==> src/shared/sca_pkg.sv <==
package sca_pkg;
    localparam logic [9:0] SCA_PAR_BASE_A = 10'h3bc;
    localparam logic [9:0] SCA_PAR_BASE_B = 10'h378;
    localparam logic [9:0] SCA_PAR_BASE_C = 10'h278;
    localparam logic [9:0] SCA_COM1_BASE = 10'h3f8;
    localparam logic [9:0] SCA_COM2_BASE = 10'h2f8;
    localparam logic [9:0] SCA_COM3_BASE = 10'h3e8;
    localparam logic [9:0] SCA_COM4_BASE = 10'h2e8;
    localparam logic [9:0] SCA_CFG_SEL_PRI = 10'h3f0;
    localparam logic [9:0] SCA_CFG_DAT_PRI = 10'h3f1;
    localparam logic [9:0] SCA_CFG_SEL_SEC = 10'h370;
    localparam logic [9:0] SCA_CFG_DAT_SEC = 10'h371;
    localparam logic [7:0] SCA_KEY_ENTER = 8'h44;
    localparam logic [7:0] SCA_KEY_EXIT = 8'haa;
    localparam logic [3:0] SCA_IDX_RESET = 4'h0;
    localparam logic [7:0] SCA_SW_FLOPPY_RESET = 8'h00;
    localparam int SCA_SW_FLOPPY_EN_BIT = 0;
    localparam int SCA_SW_FLOPPY_SEC_BIT = 1;
    localparam int SCA_SW_FLOPPY_MODE2_BIT = 2;
    localparam logic [3:0] SCA_IDX_FLOPPY = 4'h0;

    typedef enum logic [1:0] {
        SCA_PAR_PRINTER = 2'h0,
        SCA_PAR_EPP = 2'h1,
        SCA_PAR_ECP = 2'h2,
        SCA_PAR_ECP_EPP = 2'h3
    } sca_par_mode_t;

    typedef enum logic [1:0] {
        SCA_DISK_OFF = 2'h0,
        SCA_DISK_RSVD = 2'h1,
        SCA_DISK_PRI = 2'h2,
        SCA_DISK_SEC = 2'h3
    } sca_disk_t;

    typedef enum logic [2:0] {
        SCA_ST_IDLE = 3'b001,
        SCA_ST_KEY1 = 3'b010,
        SCA_ST_CFG = 3'b100
    } sca_state_t;

    typedef struct packed {
        logic par_addr_strap_hi;
        logic par_addr_strap_lo;
        logic par_ext_cap_strap;
        logic par_pad_mode_strap;
        logic uart_a_addr_strap_hi;
        logic uart_a_addr_strap_lo;
        logic uart_b_addr_strap_hi;
        logic uart_b_addr_strap_lo;
        logic disk_if_enable_strap;
        logic disk_if_addr_strap;
        logic floppy_enable_strap;
        logic floppy_addr_strap;
    } sca_straps_t;

    typedef struct packed {
        logic par_en;
        logic [9:0] par_base;
        sca_par_mode_t par_mode;
        logic uart_a_en;
        logic [9:0] uart_a_base;
        logic uart_b_en;
        logic [9:0] uart_b_base;
        sca_disk_t disk_if;
        logic floppy_en;
        logic floppy_sec;
        logic floppy_mode2_ok;
        logic data_rate_out;
        logic [9:0] cfg_sel_addr;
        logic [9:0] cfg_dat_addr;
    } sca_cfg_t;

    typedef struct packed {
        logic wr;
        logic [9:0] addr;
        logic [7:0] data;
    } sca_io_wr_t;
endpackage

==> src/hdl/sca_strap_config.sv <==
module sca_strap_config (
    input wire logic clk,
    input wire logic rst_b,
    input wire sca_pkg::sca_straps_t straps,
    input wire sca_pkg::sca_io_wr_t io_wr,
    output sca_pkg::sca_cfg_t cfg,
    output logic cfg_mode,
    output logic [3:0] cfg_index,
    output logic cfg_data_wr,
    output logic [7:0] cfg_data
);

    ////////////////////////////////////////////////////////////////////////////
    // Strap capture: an armed flag catches the straps once on the first edge
    // after reset release, so no port value enters an asynchronous reset.

    logic armed_reg;
    logic armed_next;
    sca_pkg::sca_straps_t strap_reg;
    sca_pkg::sca_straps_t strap_next;

    always_comb begin
        armed_next = 1'b1;
        strap_next = armed_reg ? strap_reg : straps;
    end

    always_ff @(posedge clk or negedge rst_b) begin
        if (!rst_b) begin
            armed_reg <= 1'b0;
            strap_reg <= '0;
        end else begin
            armed_reg <= armed_next;
            strap_reg <= strap_next;
        end
    end

    ////////////////////////////////////////////////////////////////////////////
    // Decoders.

    function automatic logic [9:0] uart_a_base(input logic [1:0] s);
        case (s)
            2'h1: uart_a_base = sca_pkg::SCA_COM3_BASE;
            2'h2: uart_a_base = sca_pkg::SCA_COM2_BASE;
            2'h3: uart_a_base = sca_pkg::SCA_COM1_BASE;
            default: uart_a_base = 10'h000;
        endcase
    endfunction

    function automatic logic [9:0] uart_b_base(input logic [1:0] s);
        case (s)
            2'h1: uart_b_base = sca_pkg::SCA_COM4_BASE;
            2'h2: uart_b_base = sca_pkg::SCA_COM1_BASE;
            2'h3: uart_b_base = sca_pkg::SCA_COM2_BASE;
            default: uart_b_base = 10'h000;
        endcase
    endfunction

    function automatic logic [9:0] par_base(input logic [1:0] s);
        case (s)
            2'h1: par_base = sca_pkg::SCA_PAR_BASE_A;
            2'h2: par_base = sca_pkg::SCA_PAR_BASE_B;
            2'h3: par_base = sca_pkg::SCA_PAR_BASE_C;
            default: par_base = 10'h000;
        endcase
    endfunction

    ////////////////////////////////////////////////////////////////////////////
    // Unlock sequencer and index/software floppy state.

    sca_pkg::sca_state_t state_reg;
    sca_pkg::sca_state_t state_next;
    logic [3:0] index_reg;
    logic [3:0] index_next;
    logic index_ok_reg;
    logic index_ok_next;
    logic [7:0] sw_floppy_reg;
    logic [7:0] sw_floppy_next;
    logic dwr_reg;
    logic dwr_next;
    logic [7:0] ddat_reg;
    logic [7:0] ddat_next;
    sca_pkg::sca_cfg_t cfg_reg;
    sca_pkg::sca_cfg_t cfg_next;

    logic [9:0] sel_addr;
    logic [9:0] dat_addr;
    logic sel_hit;
    logic dat_hit;
    logic floppy_sw;

    always_comb begin
        sel_addr = strap_reg.floppy_addr_strap ? sca_pkg::SCA_CFG_SEL_SEC
                                               : sca_pkg::SCA_CFG_SEL_PRI;
        dat_addr = strap_reg.floppy_addr_strap ? sca_pkg::SCA_CFG_DAT_SEC
                                               : sca_pkg::SCA_CFG_DAT_PRI;
        sel_hit = io_wr.wr && io_wr.addr == sel_addr;
        dat_hit = io_wr.wr && io_wr.addr == dat_addr;
        floppy_sw = !strap_reg.floppy_enable_strap;
    end

    always_comb begin
        state_next = state_reg;
        index_next = index_reg;
        index_ok_next = index_ok_reg;
        sw_floppy_next = sw_floppy_reg;
        dwr_next = 1'b0;
        ddat_next = ddat_reg;
        case (state_reg)
            sca_pkg::SCA_ST_IDLE: begin
                if (sel_hit && io_wr.data == sca_pkg::SCA_KEY_ENTER) begin
                    state_next = sca_pkg::SCA_ST_KEY1;
                end
            end
            sca_pkg::SCA_ST_KEY1: begin
                if (io_wr.wr) begin
                    if (sel_hit && io_wr.data == sca_pkg::SCA_KEY_ENTER) begin
                        state_next = sca_pkg::SCA_ST_CFG;
                        index_ok_next = 1'b0;
                    end else begin
                        state_next = sca_pkg::SCA_ST_IDLE;
                    end
                end
            end
            sca_pkg::SCA_ST_CFG: begin
                if (sel_hit && io_wr.data == sca_pkg::SCA_KEY_EXIT) begin
                    state_next = sca_pkg::SCA_ST_IDLE;
                    index_ok_next = 1'b0;
                end else if (sel_hit) begin
                    index_next = io_wr.data[3:0];
                    index_ok_next = io_wr.data[7:4] == 4'h0;
                end else if (dat_hit && index_ok_reg) begin
                    dwr_next = 1'b1;
                    ddat_next = io_wr.data;
                    // Floppy fields are writable only while the floppy strap leaves
                    // them free; every other strap-fixed setting has no writable copy.
                    if (index_reg == sca_pkg::SCA_IDX_FLOPPY && floppy_sw) begin
                        sw_floppy_next = io_wr.data;
                    end
                end
            end
            default: state_next = sca_pkg::SCA_ST_IDLE;
        endcase
    end

    always_comb begin
        cfg_next.par_en = strap_reg.par_addr_strap_hi | strap_reg.par_addr_strap_lo;
        cfg_next.par_base = par_base({strap_reg.par_addr_strap_hi,
                                      strap_reg.par_addr_strap_lo});
        cfg_next.par_mode = sca_pkg::sca_par_mode_t'({strap_reg.par_ext_cap_strap,
                                                      strap_reg.par_pad_mode_strap});
        cfg_next.uart_a_en = strap_reg.uart_a_addr_strap_hi | strap_reg.uart_a_addr_strap_lo;
        cfg_next.uart_a_base = uart_a_base({strap_reg.uart_a_addr_strap_hi,
                                            strap_reg.uart_a_addr_strap_lo});
        cfg_next.uart_b_en = strap_reg.uart_b_addr_strap_hi | strap_reg.uart_b_addr_strap_lo;
        cfg_next.uart_b_base = uart_b_base({strap_reg.uart_b_addr_strap_hi,
                                            strap_reg.uart_b_addr_strap_lo});
        cfg_next.disk_if = sca_pkg::sca_disk_t'({strap_reg.disk_if_enable_strap,
                                                 strap_reg.disk_if_addr_strap});
        if (floppy_sw) begin
            cfg_next.floppy_en = sw_floppy_reg[sca_pkg::SCA_SW_FLOPPY_EN_BIT];
            cfg_next.floppy_sec = sw_floppy_reg[sca_pkg::SCA_SW_FLOPPY_SEC_BIT];
            cfg_next.floppy_mode2_ok = 1'b1;
            cfg_next.data_rate_out = 1'b0;
        end else begin
            cfg_next.floppy_en = 1'b1;
            cfg_next.floppy_sec = strap_reg.floppy_addr_strap;
            cfg_next.floppy_mode2_ok = 1'b0;
            cfg_next.data_rate_out = 1'b1;
        end
        cfg_next.cfg_sel_addr = sel_addr;
        cfg_next.cfg_dat_addr = dat_addr;
    end

    always_ff @(posedge clk or negedge rst_b) begin
        if (!rst_b) begin
            state_reg <= sca_pkg::SCA_ST_IDLE;
            index_reg <= sca_pkg::SCA_IDX_RESET;
            index_ok_reg <= 1'b0;
            sw_floppy_reg <= sca_pkg::SCA_SW_FLOPPY_RESET;
            dwr_reg <= 1'b0;
            ddat_reg <= 8'h00;
            cfg_reg <= '0;
        end else begin
            state_reg <= state_next;
            index_reg <= index_next;
            index_ok_reg <= index_ok_next;
            sw_floppy_reg <= sw_floppy_next;
            dwr_reg <= dwr_next;
            ddat_reg <= ddat_next;
            cfg_reg <= cfg_next;
        end
    end

    assign cfg = cfg_reg;
    assign cfg_mode = state_reg == sca_pkg::SCA_ST_CFG;
    assign cfg_index = index_reg;
    assign cfg_data_wr = dwr_reg;
    assign cfg_data = ddat_reg;

    ////////////////////////////////////////////////////////////////////////////
    // Decode checks: every strap setting except printer mode and disk off is checked one edge later.

    logic [1:0] par_pick;
    logic [1:0] mode_pick;
    logic [1:0] uart_a_pick;
    logic [1:0] uart_b_pick;
    logic [1:0] disk_pick;
    logic [1:0] floppy_pick;

    assign par_pick = {strap_reg.par_addr_strap_hi, strap_reg.par_addr_strap_lo};
    assign mode_pick = {strap_reg.par_ext_cap_strap, strap_reg.par_pad_mode_strap};
    assign uart_a_pick = {strap_reg.uart_a_addr_strap_hi, strap_reg.uart_a_addr_strap_lo};
    assign uart_b_pick = {strap_reg.uart_b_addr_strap_hi, strap_reg.uart_b_addr_strap_lo};
    assign disk_pick = {strap_reg.disk_if_enable_strap, strap_reg.disk_if_addr_strap};
    assign floppy_pick = {strap_reg.floppy_enable_strap, strap_reg.floppy_addr_strap};
endmodule // sca_strap_config

==> config.mk <==
export PLATFORM = sky130hd
export DESIGN_NAME = sca_strap_config
export DESIGN_NICKNAME = d
export VERILOG_FILES = /design/src/shared/sca_pkg.sv /design/src/hdl/sca_strap_config.sv
export SDC_FILE = /design/constraint.sdc
export NUM_CORES = 1
export LEC_CHECK = 0
export ABC_CLOCK_PERIOD_IN_PS = 2330
export BUFFER_PORTS_ARGS = -buffer_cell sky130_fd_sc_hd__buf_2
export CAP_MARGIN = 15
export CORE_MARGIN = 10
export CORE_UTILIZATION = 46
export CTS_CLUSTER_DIAMETER = 60
export DETAILED_ROUTE_END_ITERATION = 8
export PLACE_DENSITY_LB_ADDON = 0.2
export SLEW_MARGIN = 20
export SYNTH_ARGS = -nofsm -noshare
export SYNTH_HDL_FRONTEND = slang
export SYNTH_SLANG_ARGS = --single-unit
==> constraint.sdc <==
create_clock -name clk -period 2.33 [get_ports clk]
set_input_delay 0.3495 -clock clk [delete_from_list [all_inputs] [get_ports clk]]
set_output_delay 0.3495 -clock clk [all_outputs]
set_load 0.05 [all_outputs]
# Word level (Yosys, flattened, before mapping)
# Cells that the tools add are included.
# totals
register_bits	91
inputBits	33
out_inout_bits	75
# classes
eq_ne	21
mux	20
bitwise	5
n_reduce_logical	15
# op_table
op	count
$pmux 10 s3	3
$eq 10x10->1	2
$mux 8	2
$eq 2x2->1 const B	6
$mux 3	4
$pmux 3 s3	1
$eq 8x7->1 const B	1
$eq 8x8->1 const B	1
$logic_not 4->1	2
$mux 1	8
$reduce_and 4->1	2
$eq 2x1->1 const B	3
$logic_and 1x1->1	6
$ne 2x2->1 const B	3
$reduce_and 3->1	2
$reduce_and 5->1	1
$mux 4	1
$eq 3x1->1 const B	1
$eq 3x2->1 const B	1
$eq 3x3->1 const B	1
$ne 3x1->1 const B	1
$or 1x1->1	3
$ne 2x1->1 const B	1
$not 1->1	2
3 further kinds	3

# Depth between registers and ports, before layout
# Gate-level depths: netlist of the first run.
# logic_depth
word_depth	8
depth_mapped	6
ltp_nobuf	6

# Worst setup path before layout of the first run
# OpenSTA, ideal clock, no wires.
# synth_timing
kind	register to register
from	reg index_reg[1], in the netlist cfg_index[1]
to	reg sw_floppy_reg[0]
arrival_ns	1.858
required_ns	2.205
path_slack_ns	0.347
path_stages_with_launch	5
cell_sequence	dfrtp_1 or3_1 or4_1 nor3_2 mux2_2
# synth_via
elab_chain_cells	3
# synth_lines
item	line	source
from (decl)	sca_strap_config.sv:72	logic [3:0] index_reg;
from (signal assigned)	sca_strap_config.sv:177	index_reg <= sca_pkg::SCA_IDX_RESET;
from (signal assigned)	sca_strap_config.sv:185	index_reg <= index_next;
$logic_not 4->1	sca_strap_config.sv:136	if (index_reg == sca_pkg::SCA_IDX_FLOPPY && floppy_sw) begin
$logic_and 1x1->1	sca_strap_config.sv:136	
$reduce_and 5->1 (no line)	-	
to (signal assigned)	sca_strap_config.sv:179	sw_floppy_reg <= sca_pkg::SCA_SW_FLOPPY_RESET;
to (signal assigned)	sca_strap_config.sv:187	sw_floppy_reg <= sw_floppy_next;
to (decl)	sca_strap_config.sv:76	logic [7:0] sw_floppy_reg;
# No other way between the ends.
# A chain may end at the register's enable or synchronous reset.

# Final worst setup path of the first run
# Ends and elaborated chain as after synthesis.

==> reports/results.txt, run 1 <==
max reg flops = 21
fillers = 437
Worst-path clk slew = 80 ps
Sum Neg Setup Slack = 0 ps
hold bufs inserted after CTS = 0
Hold Path Class = input port to async pin
Synth Register Bits = 52
Pleak = 1.42 nW
First DRT Iteration DRCs = 55
power per cell area = 736 nW/um^2
Routed Antenna Nets = 0
gr ovfl total = 0
starting density of the core = 48.7%
share of the synthesized area in the top cell type = 54.4%
Die Wd = 91.4 um
Num CTS Buffers = 5
residual DRC count = 0
vias in the first global route = 1565
Nets = 286
HPWL after DPL = 3980 um
I/O Buffers = 92
CTS tree = yes
CTS root buf = clkbuf_8
via/cell ratio = 4.43
leading cell type by number of instances after synthesis = dfrtp_1
RePlAce Congestion = 0.860
placed inst area = 2650 sq um
Tcrit/Tclk final = 77.8%
number of setup violations in the final report = 0
Hold Violations, Final = 0
grt met1 use = 10.5%
WS Path Type = register to register
Fin Clk Skew = 2.72 ps
FF-to-FF path depth = 4
Slew Viols, Final = 0
CP Launch Type = register
ys async rst share = 100%
CP max FO = 3
RSZ-0062 raised after global routing = no
Post-synth EDFFs = 0
Synth Warn # = 0
first-pass GRT wire length = 7720 um
GRT Overall Usage = 11.3%
Routed WL per cell = 15.2 um
Mapped Avg Cell Area = 13.1 sq um
FF-to-FF setup slack = 520 ps
Die Y = 91.4 um
DIE AREA = 8360 sq um
share of cells above drive strength 1 = 56.8%
vias = 1403
Max clock buf depth = 2
WP data arrival = 1990 ps
status = finished clean
post-CTS setup buffers = 0
Final min period = 1810 ps
Final WS setup = 518 ps
Seq/Total Area, Yosys = 55.5%
Storage cell area = 1300 sq um
max cap viols = 0
Main synth FF type = dfrtp_1
largest net degree at the start of global routing = 53
io pins = 108
Rows = 25
GRT Max-Usage Layer = met2
Max Fclk = 0.552 GHz
Placement Setup Slack = 432 ps
Peak VDD IR = 0.403 mV
final core utilization = 56.8%
antenna violations before repair = 0
Area Growth Syn to Fin = 16.7%
Area contributors post-synth = dfrtp_1, buf_4, mux2_2
clk sinks = 52
met2 Track Usage GR = 20.0%
top cell type by total area after synthesis = dfrtp_1
ANT cells = 0
most frequent cells after synthesis = dfrtp_1, buf_4, mux2_2
post-route cell area = 2740 sq um
worst skew pair latency = 290 ps
H-Tree Depth = 2
core area = 4820 sq um
total routed wirelength = 4810 um
Multi-input gate area = 747 sq um
drt first pass iters = 4
reg2reg start = cfg_index[1]
mapped cell area = 2350 sq um
post-cts resize count = 0
CP endpoint kind = register
count of cell types in the netlist = 37
r2r endpoint = sw_floppy_reg[0]
WP data required = 2510 ps
Post-Synthesis Cells = 179
met3 GRT Util = 7.33%
routing by layer:
metal / part of all wire, % / wire (um) / vias up
met5: 0 / 0 / -
met4: 0.56 / 27 / 0
met2: 52 / 2510 / 54
met1: 35 / 1680 / 659
li1: - / - / 686
met3: 12 / 592 / 4
where the power goes:
part / internal [mW] / switching [mW]
sequential: 0.960 / 0.0298
clock: 0.242 / 0.260
combinational: 0.110 / 0.411
total: 1.31 / 0.701
logic make-up after synthesis:
kind of cell,Yosys count,share of synthesized area (%)
DFF,52,55.5
buffers and inverters,52,14.9
adders and majority gates,4,2.13
AOI/OAI and AO/OA,7,2.19
and+or+nand+nor,33,10.9
muxes,27,13.0
other,2,0.320
xor gates and xnor gates,2,1.07
layout by cell type, fill, tap and decap left out, drive strengths merged, types with 2 or more instances in the layout:
master	n
nand2	3
nor4bb	2
or2	5
nand2b	2
and4	2
dfrtp	51
nor3	4
nor2b	2
inv	7
xor2	2
clkbuf	8
conb	16
nand4	2
buf	94
mux2	27
nand3	2
ha	4
o211ai	2
nor4	3
worst max path at each step:
stage / startpoint / to / slack, ps / cells after the start
2_1_floorplan: cfg_index[1] / sw_floppy_reg[0] / 350 / 4
4_1_cts: cfg_index[1] / sw_floppy_reg[0] / 510 / 4
6_report: cfg_index[1] / sw_floppy_reg[0] / 520 / 4
3_5_place_dp: io_wr[9] / cfg_data[1] / 430 / 5
3_3_place_gp: io_wr[9] / cfg_data[4] / 480 / 5
5_1_grt: floppy_pick[0] / cfg_data[5] / 450 / 4
through the flow:
stage               hold slack [ps]  cells  total power, mW
floorplan                      53.9    193             1.46
global placement                356    309             1.53
detailed placement              362    309             1.54
CTS                            41.9    317             2.04
global route                   41.2    317             2.11
finish                         31.8    317             2.01
worst max-delay path: stages (launching register included):
cell and delay [ps]:
dfrtp_1 390, or3_1 370, or4_1 420, nor3_2 170, mux2_2 360
layout make-up:
cell class | instances | share of cell area (%)
tap | 67 | 3.06
multi-input combinational | 89 | 27.3
clock buffer | 8 | 3.29
inverter | 7 | 0.960
sequential | 52 | 47.6
timing repair buffer | 94 | 17.8
(Power assumes the default switching activity.)
==> run 2: changes to the inputs <==
- ABC_CLOCK_PERIOD_IN_PS: 2330 -> 1650
- CORE_UTILIZATION: 46 -> 42
- clock period: 2.33 -> 1.65 ns (I/O delays scaled with it)
==> reports/results.txt, run 2 (synthesized netlist as in run 1, its figures left out) <==
violated checks = setup timing
largest net degree at the start of global routing = 53 (unchanged)
Logic pwr share = 24.0% (-1.9 points)
Hold Path Class = input port to register
Die Y = 94.7 um (+3.6%)
Tcrit/Tclk final = 110% (+32 points)
io pins = 108 (unchanged)
most frequent cells in the layout = buf_2, dfrtp_1, mux2_2, conb_1, buf_4
WP data required = 1840 ps (-670 ps)
max cap viols = 0 (unchanged)
vias in the first global route = 1531 (-2.2%)
share of cells above drive strength 1 = 62.5% (+5.7 points)
first-pass GRT wire length = 7610 um (-1.4%)
drt first pass iters = 4 (unchanged)
CTS tree = yes
Net Switching = 1.01 mW (+45%)
worst skew pair latency = 290 ps (about the same)
I/O Buffers = 92 (unchanged)
ANT cells = 0 (unchanged)
reg2reg start = cfg_index[1]
crit path cell chain = or3_1 > or4_4 > nor3_4 > mux2_4
Fin Clk Skew = 5.14 ps (+2.42 ps)
Final min period = 1810 ps (-1.23 ps)
max reg flops = 21 (unchanged)
Routed Antenna Nets = 0 (unchanged)
hold_sp = straps[10]
internal power = 2.12 mW (+61%)
CTS root buf = clkbuf_8
r2r endpoint = sw_floppy_reg[1]
Nets = 304 (+6.3%)
final hold slack = 178 ps (+146 ps)
Sw Share = 32.4% (-2.4 points)
number of setup violations in the final report = 10 (+10)
Num CTS Buffers = 5 (unchanged)
Die Wd = 94.7 um (+3.6%)
core area = 5470 sq um (+14%)
CP max-delay cell = or4_4
max incr delay on CP = 430 ps (about the same)
total routed wirelength = 5010 um (+4.1%)
WP data arrival = 2000 ps (about the same)
power per cell area = 1030 nW/um^2 (+41%)
Sum Neg Setup Slack = -409 ps (-409 ps)
First DRT Iteration DRCs = 31 (-44%)
Flop pwr share = 44.4% (-4.8 points)
GRT Overall Usage = 10.7% (-0.65 points)
Rows = 27 (+8.0%)
CP Launch Type = register
H-Tree Depth = 2 (unchanged)
Min-Delay Endpoint = par_pick[0]
Slew Viols, Final = 0 (unchanged)
vias = 1492 (+6.3%)
Pleak = 1.56 nW (+10%)
antenna violations before repair = 0 (unchanged)
FF-to-FF path depth = 4 (unchanged)
WHS Path Cells = 2
Worst-path clk slew = 90 ps (about the same)
starting density of the core = 42.9% (-5.8 points)
Final WS setup = -160 ps (-679 ps)
gr ovfl total = 0 (unchanged)
WS Path Type = register to register
HPWL after DPL = 3920 um (-1.6%)
status = finished, violations left
via/cell ratio = 4.40 (-0.56%)
Max clock buf depth = 2 (unchanged)
residual DRC count = 0 (unchanged)
clk sinks = 52 (unchanged)
Hold Violations, Final = 0 (unchanged)
RSZ-0062 raised after global routing = yes
Pwr Total = 3.13 mW (+56%)
Max Fclk = 0.552 GHz (about the same)
Clock power frac = 31.6% (+6.7 points)
commonest non-fill, non-tap cell in the layout = buf_2
Routed WL per cell = 14.8 um (-2.7%)
RePlAce Congestion = 0.813 (-5.5%)
DIE AREA = 8970 sq um (+7.4%)
CP endpoint kind = register
Peak VDD IR = 0.504 mV (+25%)
CP max FO = 2 (-1)
FF-to-FF setup slack = -160 ps (-680 ps)
crit path from = cfg_index[1]
Area Growth Syn to Fin = 29.1%
run 2: cell types whose count changed in the layout (fill, tap and decap cells not counted), sizes merged:
cell	change
clkbuf	-3
bufinv	+2
dlygate4sd3	+1
inv	-1
clkinvlp	+1
buf	+17
run 2: per-layer routing:
layer / track usage, % / part of all wire [%]
met1: 12.7 / 41
met2: 17.0 / 46
met3: 4.76 / 13
met4: 3.24 / 0.14
met5: 0 / 0
run 2: final cells by class:
type	count	area, sq um
Inverter	7	30.0
Clock buffer	5	68.8
Timing Repair Buffer	112	664
Multi-Input combinational cell	89	810
Fill cell	490	2440
Sequential cell	52	1310
Tap cell	72	90.1
Clock inverter	2	60.1
run 2: what timing repair did:
action                                  4_1_cts  5_1_grt
hold endpoints to repair                     51        0
pin swaps                                     0        2
gates resized for setup                       1       11
endpoints found under the setup margin        3       15
hold buffers                                  1        0
setup buffers                                 1        4
run 2: worst max path at each step:
stage | endpoint | slack [ps] | depth (start not counted)
2_1_floorplan | sw_floppy_reg[0] | -250 | 4
3_3_place_gp | sw_floppy_reg[0] | -150 | 4
3_5_place_dp | sw_floppy_reg[1] | -170 | 4
4_1_cts | sw_floppy_reg[1] | -180 | 4
5_1_grt | sw_floppy_reg[1] | -200 | 4
6_report | sw_floppy_reg[1] | -160 | 4
run 2: per-stage QoR:
step,worst slack [ps],utilization (%),instances,cell area [sq um]
CTS,-182,53.7,335,2940
detailed placement,-171,51.0,326,2790
floorplan,-251,-,193,2430
finish,-160,55.3,339,3030
global placement,-153,51.0,326,2790
global route,-202,55.3,339,3030
run 2: power by group through the flow:
stage / logic, mW / clock network [mW] / registers, mW
floorplan: 0.443 / 0 / 1.62
CTS: 0.758 / 1.02 / 1.39
global route: 0.790 / 1.08 / 1.41
detailed placement: 0.756 / 0 / 1.42
global placement: 0.752 / 0 / 1.42
finish: 0.750 / 0.990 / 1.39
run 2: worst max-delay path: cells and delay by family (launching register included):
family           cells  cell delay [ps]
DFF                  1              410
muxes                1              320
and+or+nand+nor      3              980
